`src/rtl/nfbi_regs.svh`:
```
// timing counts and field constants for the nand strobe controller
`ifndef NFBI_REGS_SVH
`define NFBI_REGS_SVH
`define NFBI_CLK_MHZ        200
`define NFBI_RECOVERY_NS    1000
`define NFBI_RECOVERY_CYC   ((`NFBI_RECOVERY_NS * `NFBI_CLK_MHZ + 999) / 1000)
`define NFBI_ADDR_CYCLES    3
`define NFBI_DEF_PULSE      4
`define NFBI_DEF_GAP        4
`endif

```
`src/rtl/nfbi_pkg.sv`:
```
// types for the nand strobe controller
package nfbi_pkg;
	typedef enum logic [1:0] {
		NFBI_OP_CMD  = 2'h0,
		NFBI_OP_ADDR = 2'h1,
		NFBI_OP_WR   = 2'h2,
		NFBI_OP_RD   = 2'h3
	} nfbi_op_t;
	typedef struct packed {
		nfbi_op_t    op;
		logic [15:0] data;
	} nfbi_req_t;
	typedef struct packed {
		logic ce_n;
		logic cle;
		logic ale;
		logic out_strobe_n;
		logic we_n;
		logic wp_n;
	} nfbi_pins_t;
	typedef enum logic [5:0] {
		NFBI_ST_POWER = 6'h01,
		NFBI_ST_IDLE  = 6'h02,
		NFBI_ST_SETUP = 6'h04,
		NFBI_ST_PULSE = 6'h08,
		NFBI_ST_HOLD  = 6'h10,
		NFBI_ST_DONE  = 6'h20
	} nfbi_state_t;
endpackage : nfbi_pkg

```
`src/rtl/nfbi_host.sv`:
```
// host controller driving the nand flash strobe interface
`include "nfbi_regs.svh"
// How it works
// - upper byte carries only data words
// - keep select low through read busy
// - hold write strobe high during recovery
// - hold protect low during power transitions
// - command needs ce low, cle high, ale low
// - address takes exactly three byte cycles; the host does not count them and sends one cycle per ADDR request
// - write data with both latches low
// - address bytes A0-7, A9-16, A17-24
module nfbi_host
	import nfbi_pkg::*;
#(
	parameter int unsigned WIDE    = 0,
	parameter int unsigned CNT_W   = 8,
	parameter int unsigned RECOVER = `NFBI_RECOVERY_CYC
)(
	input  wire logic        clock,
	input  wire logic        nrst,
	input  wire logic        reqValid,
	input  wire nfbi_req_t   req,
	input  wire logic        reqLast,
	input  wire logic        protEnable,
	input  wire logic        spareSkip,
	input  wire logic [CNT_W-1:0] pulseCycles,
	input  wire logic [CNT_W-1:0] gapCycles,
	output nfbi_pins_t       pins,
	output logic             spare_incl_sel,
	output logic [15:0]      ioOut,
	output logic [15:0]      ioOe,
	input  wire logic [15:0] ioIn,
	input  wire logic        busy_n_line,
	output logic             reqReady,
	output logic             rdValid,
	output logic [15:0]      rdData,
	output logic             devBusy
);
	nfbi_state_t state, next_state;
	nfbi_pins_t  next_pins;
	nfbi_req_t   cur, next_cur;
	logic [CNT_W-1:0] cnt, next_cnt;
	logic [15:0] rec, next_rec;
	logic [15:0] next_ioOut, next_ioOe, next_rdData;
	logic        next_reqReady, next_rdValid, next_spare;
	logic        next_hold;
	logic        holdCe;
	logic        busySync1, busySync2;
	logic [15:0] ioSync1, ioSync2;

	// two-flop synchronisers for pin inputs
	always_ff @(posedge clock or negedge nrst)
	begin
		if (!nrst)
		begin
			busySync1 <= 1'b1;
			busySync2 <= 1'b1;
			ioSync1   <= 16'h0000;
			ioSync2   <= 16'h0000;
		end
		else
		begin
			busySync1 <= busy_n_line;
			busySync2 <= busySync1;
			ioSync1   <= ioIn;
			ioSync2   <= ioSync1;
		end
	end

	always_comb
	begin
		next_state    = state;
		next_pins     = pins;
		next_cur      = cur;
		next_cnt      = cnt;
		next_rec      = rec;
		next_ioOut    = ioOut;
		next_ioOe     = ioOe;
		next_rdData   = rdData;
		next_rdValid  = 1'b0;
		next_reqReady = 1'b0;
		next_hold     = holdCe;
		next_spare    = spareSkip;
		next_pins.wp_n = ~protEnable;
		unique case (state)
			NFBI_ST_POWER:
			begin
				next_pins.we_n = 1'b1;
				next_pins.wp_n = 1'b0;
				if (rec == 16'(RECOVER))
				begin
					next_state    = NFBI_ST_IDLE;
					next_reqReady = 1'b1;
				end
				else
					next_rec = rec + 16'h0001;
			end
			NFBI_ST_IDLE:
			begin
				next_reqReady = 1'b1;
				// ce stays low across read busy so a sequential read is not aborted
				next_pins.ce_n = ~holdCe;
				if (reqValid && reqReady)
				begin
					next_reqReady  = 1'b0;
					next_cur       = req;
					next_hold      = ~reqLast;
					next_pins.ce_n = 1'b0;
					next_pins.cle  = (req.op == NFBI_OP_CMD);
					next_pins.ale  = (req.op == NFBI_OP_ADDR);
					next_pins.out_strobe_n = 1'b1;
					next_pins.we_n = 1'b1;
					next_ioOut     = (req.op == NFBI_OP_WR) ? req.data : {8'h00, req.data[7:0]};
					next_ioOe      = (req.op == NFBI_OP_RD) ? 16'h0000 :
						((req.op == NFBI_OP_WR && WIDE != 0) ? 16'hffff : 16'h00ff);
					next_cnt       = gapCycles;
					next_state     = NFBI_ST_SETUP;
				end
			end
			NFBI_ST_SETUP:
			begin
				// wait for the shared busy line before each new cycle
				if (cnt != '0)
					next_cnt = cnt - CNT_W'(1);
				else if (busySync2)
				begin
					if (cur.op == NFBI_OP_RD)
						next_pins.out_strobe_n = 1'b0;
					else
						next_pins.we_n = 1'b0;
					next_cnt   = pulseCycles;
					next_state = NFBI_ST_PULSE;
				end
			end
			NFBI_ST_PULSE:
			begin
				if (cnt != '0)
					next_cnt = cnt - CNT_W'(1);
				else
				begin
					if (cur.op == NFBI_OP_RD)
						next_rdData = (WIDE != 0) ? ioSync2 : {8'h00, ioSync2[7:0]};
					next_pins.out_strobe_n = 1'b1;
					next_pins.we_n = 1'b1;
					next_cnt       = gapCycles;
					next_state     = NFBI_ST_HOLD;
				end
			end
			NFBI_ST_HOLD:
			begin
				if (cnt != '0)
					next_cnt = cnt - CNT_W'(1);
				else
				begin
					// latches drop only after the hold time; idle levels otherwise
					next_pins.cle = 1'b0;
					next_pins.ale = 1'b0;
					next_ioOe     = 16'h0000;
					next_rdValid  = (cur.op == NFBI_OP_RD);
					next_state    = NFBI_ST_DONE;
				end
			end
			NFBI_ST_DONE:
			begin
				next_reqReady = 1'b1;
				next_state    = NFBI_ST_IDLE;
			end
			default:
				next_state = NFBI_ST_POWER;
		endcase
	end

	always_ff @(posedge clock or negedge nrst)
	begin
		if (!nrst)
		begin
			state          <= NFBI_ST_POWER;
			pins           <= '{ce_n: 1'b1, cle: 1'b0, ale: 1'b0, out_strobe_n: 1'b1, we_n: 1'b1, wp_n: 1'b0};
			cur            <= '0;
			cnt            <= '0;
			rec            <= 16'h0000;
			ioOut          <= 16'h0000;
			ioOe           <= 16'h0000;
			rdData         <= 16'h0000;
			rdValid        <= 1'b0;
			reqReady       <= 1'b0;
			holdCe         <= 1'b0;
			spare_incl_sel <= 1'b0;
			devBusy        <= 1'b0;
		end
		else
		begin
			state          <= next_state;
			pins           <= next_pins;
			cur            <= next_cur;
			cnt            <= next_cnt;
			rec            <= next_rec;
			ioOut          <= next_ioOut;
			ioOe           <= next_ioOe;
			rdData         <= next_rdData;
			rdValid        <= next_rdValid;
			reqReady       <= next_reqReady;
			holdCe         <= next_hold;
			spare_incl_sel <= next_spare;
			devBusy        <= ~busySync2;
		end
	end

	a_recovery_we: assert property (@(posedge clock) disable iff (!nrst)
		(state == NFBI_ST_POWER) |-> pins.we_n && !reqReady) else $error("write strobe low in recovery");
	a_cmd_levels: assert property (@(posedge clock) disable iff (!nrst)
		$rose(pins.we_n) && pins.cle |-> !pins.ce_n && !pins.ale && pins.out_strobe_n) else $error("bad command levels");
	a_addr_levels: assert property (@(posedge clock) disable iff (!nrst)
		$rose(pins.we_n) && pins.ale |-> !pins.ce_n && !pins.cle && pins.out_strobe_n) else $error("bad address levels");
	a_data_levels: assert property (@(posedge clock) disable iff (!nrst)
		$fell(pins.we_n) && !pins.cle && !pins.ale |-> !pins.ce_n && pins.out_strobe_n) else $error("bad data levels");
	a_read_levels: assert property (@(posedge clock) disable iff (!nrst)
		$fell(pins.out_strobe_n) |-> !pins.ce_n && pins.we_n && !pins.cle && !pins.ale) else $error("bad read levels");
	a_read_undriven: assert property (@(posedge clock) disable iff (!nrst)
		!pins.out_strobe_n |-> ioOe == 16'h0000) else $error("bus driven during read");
	a_busy_wait: assert property (@(posedge clock) disable iff (!nrst)
		$fell(pins.we_n) || $fell(pins.out_strobe_n) |-> $past(busySync2)) else $error("strobe while busy");
	a_upper_quiet: assert property (@(posedge clock) disable iff (!nrst)
		(pins.cle || pins.ale) && ioOe != 16'h0000 |-> ioOe == 16'h00ff) else $error("upper byte on cmd");
	a_prot_live: assert property (@(posedge clock) disable iff (!nrst)
		(state != NFBI_ST_POWER) && (next_state != NFBI_ST_POWER) |=> pins.wp_n == !$past(protEnable))
		else $error("protect not live");
endmodule : nfbi_host

```
`config.mk`:
```
export PLATFORM = sky130hd
export DESIGN_NAME = nfbi_host
export DESIGN_NICKNAME = d
export VERILOG_FILES = /design/src/rtl/nfbi_pkg.sv /design/src/rtl/nfbi_host.sv
export VERILOG_INCLUDE_DIRS = /design/src /design/src/rtl
export SDC_FILE = /design/constraint.sdc
export NUM_CORES = 1
export LEC_CHECK = 0
export BUFFER_PORTS_ARGS = -buffer_cell sky130_fd_sc_hd__buf_2
export CAP_MARGIN = 25
export CORE_UTILIZATION = 35
export CTS_CLUSTER_DIAMETER = 200
export DETAILED_ROUTE_END_ITERATION = 10
export GPL_TIMING_DRIVEN = 0
export SYNTH_ARGS = -nofsm -noshare
export SYNTH_HDL_FRONTEND = slang
export SYNTH_SLANG_ARGS = --single-unit
export TNS_END_PERCENT = 100
```
`constraint.sdc`:
```
create_clock -name clock -period 4.15 [get_ports clock]
set_input_delay 0.2075 -clock clock [delete_from_list [all_inputs] [get_ports clock]]
set_output_delay 0.2075 -clock clock [all_outputs]
set_load 0.05 [all_outputs]
```
* After elaboration in Yosys (flattened, before gate mapping)
Cells that the tools add are included.
** Storage, ports and cells
- Register bits after elaboration :: 101
- Output and inout bits :: 58
** Operators by class
- Multiplexer cells :: 34
- Add/subtract/negate cells :: 2
- Bitwise operators :: 6
- Eq/ne operators :: 21
- Reduce and logical (&&, ||, !) cells :: 15
** Operator list (number)
- $mux 16 :: 3
- $mux 8 :: 6
- $mux 6 :: 6
- $pmux 6 s6 :: 1
- $pmux 16 s2 :: 1
- $pmux 8 s4 :: 1
- $ne 2x2->1 const B :: 9
- $reduce_and 6->1 :: 3
- $add 16x1->16 const B :: 1
- $eq 16x8->1 const B :: 1
- $mux 2 :: 4
- $reduce_bool 4->1 :: 2
- $reduce_bool 8->1 :: 1
- $sub 8x1->8 const B :: 1
- $mux 1 :: 7
- $eq 2x2->1 const B :: 3
- $eq 6x1->1 const B :: 1
- $eq 6x2->1 const B :: 1
- $eq 6x3->1 const B :: 1
- $eq 6x4->1 const B :: 1
- $eq 6x5->1 const B :: 1
- $eq 6x6->1 const B :: 1
- $not 1->1 :: 6
- $pmux 1 s3 :: 2
- other kinds (12) :: 14

* Depth between registers and ports, before layout
- Depth in word-level cells :: 5
- Gate-level depth with buffers :: 8
- Depth with buffers taken out :: 7

* Worst setup path after synthesis
Ideal clock, no wire load.
- Kind :: reg-to-reg
- From :: register cnt[0]
- To :: register rdData[0]
- Stages on the path, launching flop included :: 8
- Data arrival time :: 1.979 ns
- Setup slack :: 2.046 ns
- Buffers on the path :: 0
- Cell sequence :: dfrtp_1 -> inv_1 -> ha_1 -> or4b_4 -> nor3_2 -> nand2_1 -> nor2_4 -> mux2_2
** Between the ends
- Cells in the longest elaborated chain, start to end :: 3
** Ends and longest elaborated chain
- start: declaration :: line nfbi_host.sv:42 : logic [CNT_W-1:0] cnt, next_cnt;
- start signal: assignment :: line nfbi_host.sv:196 : cnt <= next_cnt;
- $reduce_bool 8->1 :: line nfbi_host.sv:137 : if (cnt != '0)
- $not 1->1 (no line)
- $reduce_and 3->1 (no line)
- end signal: assignment :: line nfbi_host.sv:200 : rdData <= next_rdData;
- end: declaration :: line nfbi_host.sv:36 : output logic [15:0] rdData,
Every way passes these cells.
A chain may end at the register's enable or synchronous reset.

* Worst setup path in the final report
- From :: register cnt[0]
- To :: register rdData[6]
Same word-level chain as after synthesis.

==> flow_summary.toml <==
[status]
status = "complete, no violations"

[sta]
timing.slew.headroom_pct = 63.3
max_freq_mhz = 417
hold_viol_final = 0
tightest_slew_ns = 0.550
fin_crit_sh_pct = 57.8
rsz0062_at_grt = "no"
setup_viol = 0
fin_ws_ns = 1.75
drv_slew = 0
tns_ns = 0
fin_crit_ns = 2.40
fin_skew_ns = 0.00616

[yosys]
ys_ff_latch = 86
synth_warnings = 0
ys_seq_area_share_pct = 52.7
synthXorXnorAreaFrac_pct = 4.06
synth_area_leaders = "dfrtp_1 49%, mux2_2 5.5%, buf_4 4.9%"
synth_common_cells = "80 x dfrtp_1, 38 x nand2_1, 33 x o21ai_0, 27 x buf_4, 20 x mux2_2"
async_flop_share_pct = 100
ys.flop_type = "dfrtp_1"
synth-edff-count = 0
synth-simple-area-share_pct = 16.1
yosysTopAreaCellShare_pct = 48.8
yosysMostFrequentCell = "dfrtp_1"
synth_top_area_cell = "dfrtp_1"
avgSynthCellArea_um2 = 11.1
synth_area_um2 = 4100
synthMuxAreaShare_pct = 5.74
synth_cells = 368
ys_types = 62
synth_adder_area_share_pct = 1.22
synth_compound_area_share_pct = 12.3
synth_top_family_by_area = "simple AND/OR/NAND/NOR gates"

[worst_setup_path]
slowest_stage = "or4b_4"
start_kind = "register"
path_cells = "inv_1, ha_1, or4b_4, nor3_2, nand2_1, nor2_4, mux2_2"
crit_arrival_ns = 2.62
critPathRequiredTime_ns = 4.37
critPathKind = "reg -> reg"
end_kind = "register"
cp_max_fo = 8
slowest_delay_ns = 0.53

[clocking]
clkLatencyLatePin_ns = 0.33
cts_setup_buffers = 0
cts-htree-levels = 3
clk_path_buf_depth = 2
numCtsBuffers = 9
root_buffer = "clkbuf_16"
cts.clk_slew.worst_paths_ns = 0.06
cts_tree = "yes"
cts_num_sinks = 86

[pwr]
leakagePower_nw = 2.59
peakVddDrop_v = 0.000175
p_per_area_nw_per_um2 = 338

[grt]
grt_antenna_before_repair = 0
grt_first_pass_wirelength_um = 14300
grt_max_degree = 47
first_global_vias = 2860
grt.total_usage_pct = 15.4
gr-total-overflow = 0

[floorplan]
pin_count = 115
fp.dieH_um = 110
start_util_pct = 35.9
dieArea_um2 = 12100
placeableCoreArea_um2 = 11400
die_x_um = 110
rows = 39

[route]
vias_per_cell = 4.70
vias = 3026
drt_iter0_drc = 105
post_drt_wl_per_cell_um = 13.3
ant_nets = 0
firstDrtPassIters = 4
wirelength_um = 8550
drc = 0

[cells_and_area]
layout.area.seq_um2 = 2160
diodes = 0
fin_cells = 644
nFillCells = 1091
fin_nets = 557
multi_input_comb_area_um2 = 1680
drive_above_1_share_pct = 36.9
area_growth_syn_to_layout_pct = 27.5

[placed_design]
dp_hpwl_um = 6120
io_buffers = 90
routabilityCongestion = 0.774
dp_cells = 617
place_ws_ns = 1.76

[min_path]
hold_path.class = "in -> reg"

[run]
drv_cap = 0
[logic make-up after synthesis]
family	Yosys count
compound gates	71
xor+xnor	19
fa+ha+maj	4
buf+inv	51
flops	86
mux	21
other cells	1
simple gates	115
[flip-flops by register name, indices dropped and copies added (netlist names), 2 cells and up]
name	count
cnt	8
cur	2
ioOut	16
ioSync1	8
ioSync2	8
pins	6
rdData	8
rec	16
state	6
[layer usage]
metal  up-vias  track usage (%)  wire length [um]
met3         4             3.59               335
met5         -                0                 0
met1      1452             21.2              4100
met4         0             5.36                72
met2        61             23.9              4050
li1       1509                -                 -
[power breakdown]
group / switching [mW] / internal (mW) / leakage (nW)
Sequential: 0.00262 / 0.849 / 1.09
Clock: 0.321 / 0.485 / 0.139
Combinational: 0.0663 / 0.0404 / 1.36
Total: 0.390 / 1.37 / 2.59
[final timing paths]
| check | startpoint | end | slack (ns) | depth (start not counted) |
|---|---|---|---|---|
| setup / recovery | cnt[0]$_DFFE_PN0P_ | rdData[6]$_DFFE_PN0P_ | 1.75 | 7 |
| hold / removal | protEnable | pins[0]$_DFF_PN0_ | 0.01 | 2 |
| setup reg to reg | cnt[0]$_DFFE_PN0P_ | rdData[6]$_DFFE_PN0P_ | 1.75 | 7 |
| hold reg to reg | ioSync1[7]$_DFF_PN0_ | ioSync2[7]$_DFF_PN0_ | 0.35 | 0 |
| max in group asynchronous | nrst | busySync2$_DFF_PN1_ | 3.07 | 3 |
| min in group asynchronous | nrst | ioOut[5]$_DFFE_PN0P_ | 0.42 | 2 |
[cell usage in the layout, fill, tap and decap left out, drive strengths merged, types with 6 or more instances in the layout]
| cell | instances |
|---|---|
| nor3 | 12 |
| conb | 16 |
| nor2 | 17 |
| inv | 12 |
| nand3 | 13 |
| dfrtp | 80 |
| dlygate4sd3 | 11 |
| xnor2 | 11 |
| nand4 | 6 |
| o21ai | 35 |
| mux2 | 20 |
| a22o | 7 |
| dfstp | 6 |
| nand2 | 38 |
| xor2 | 8 |
| clkbuf | 18 |
| buf | 125 |
[area by class of cell]
type | count | share of cell area (%)
well taps | 143 | 3.42
clock buffers | 12 | 4.72
clock inverters | 4 | 1.03
plain buffers | 40 | 5.27
repair buffers | 102 | 11.3
multi-input cells | 246 | 32.1
inverters | 11 | 0.790
flip-flops and latches | 86 | 41.3
[stage by stage]
| step | power [mW] | cell area, um2 | util [%] | hold slack, ns |
|---|---|---|---|---|
| 5_1_grt | 1.84 | 5230 | 45.8 | 0.00779 |
| 6_report | 1.77 | 5230 | 45.8 | 0.0147 |
| 3_3_place_gp | 0.962 | 4780 | 41.9 | 0.314 |
| 2_1_floorplan | 0.920 | 4160 | - | -0.0881 |
| 3_5_place_dp | 0.967 | 4810 | 42.2 | 0.233 |
| 4_1_cts | 1.79 | 5230 | 45.8 | 0.00609 |
[what timing repair did]
action,CTS,global route
gates resized for setup,0,0
hold buffers,11,0
endpoints found under the hold margin,47,0
endpoints found under the setup margin,0,0
[critical path: cells and delay by family (launching register included)]
kind / cells / cell delay, ns
mux: 1 / 0.38
fa+ha+maj: 1 / 0.14
simple gates: 4 / 1.23
flops: 1 / 0.40
buf+inv: 1 / 0.12
Power figures use the tool's default switching activity.
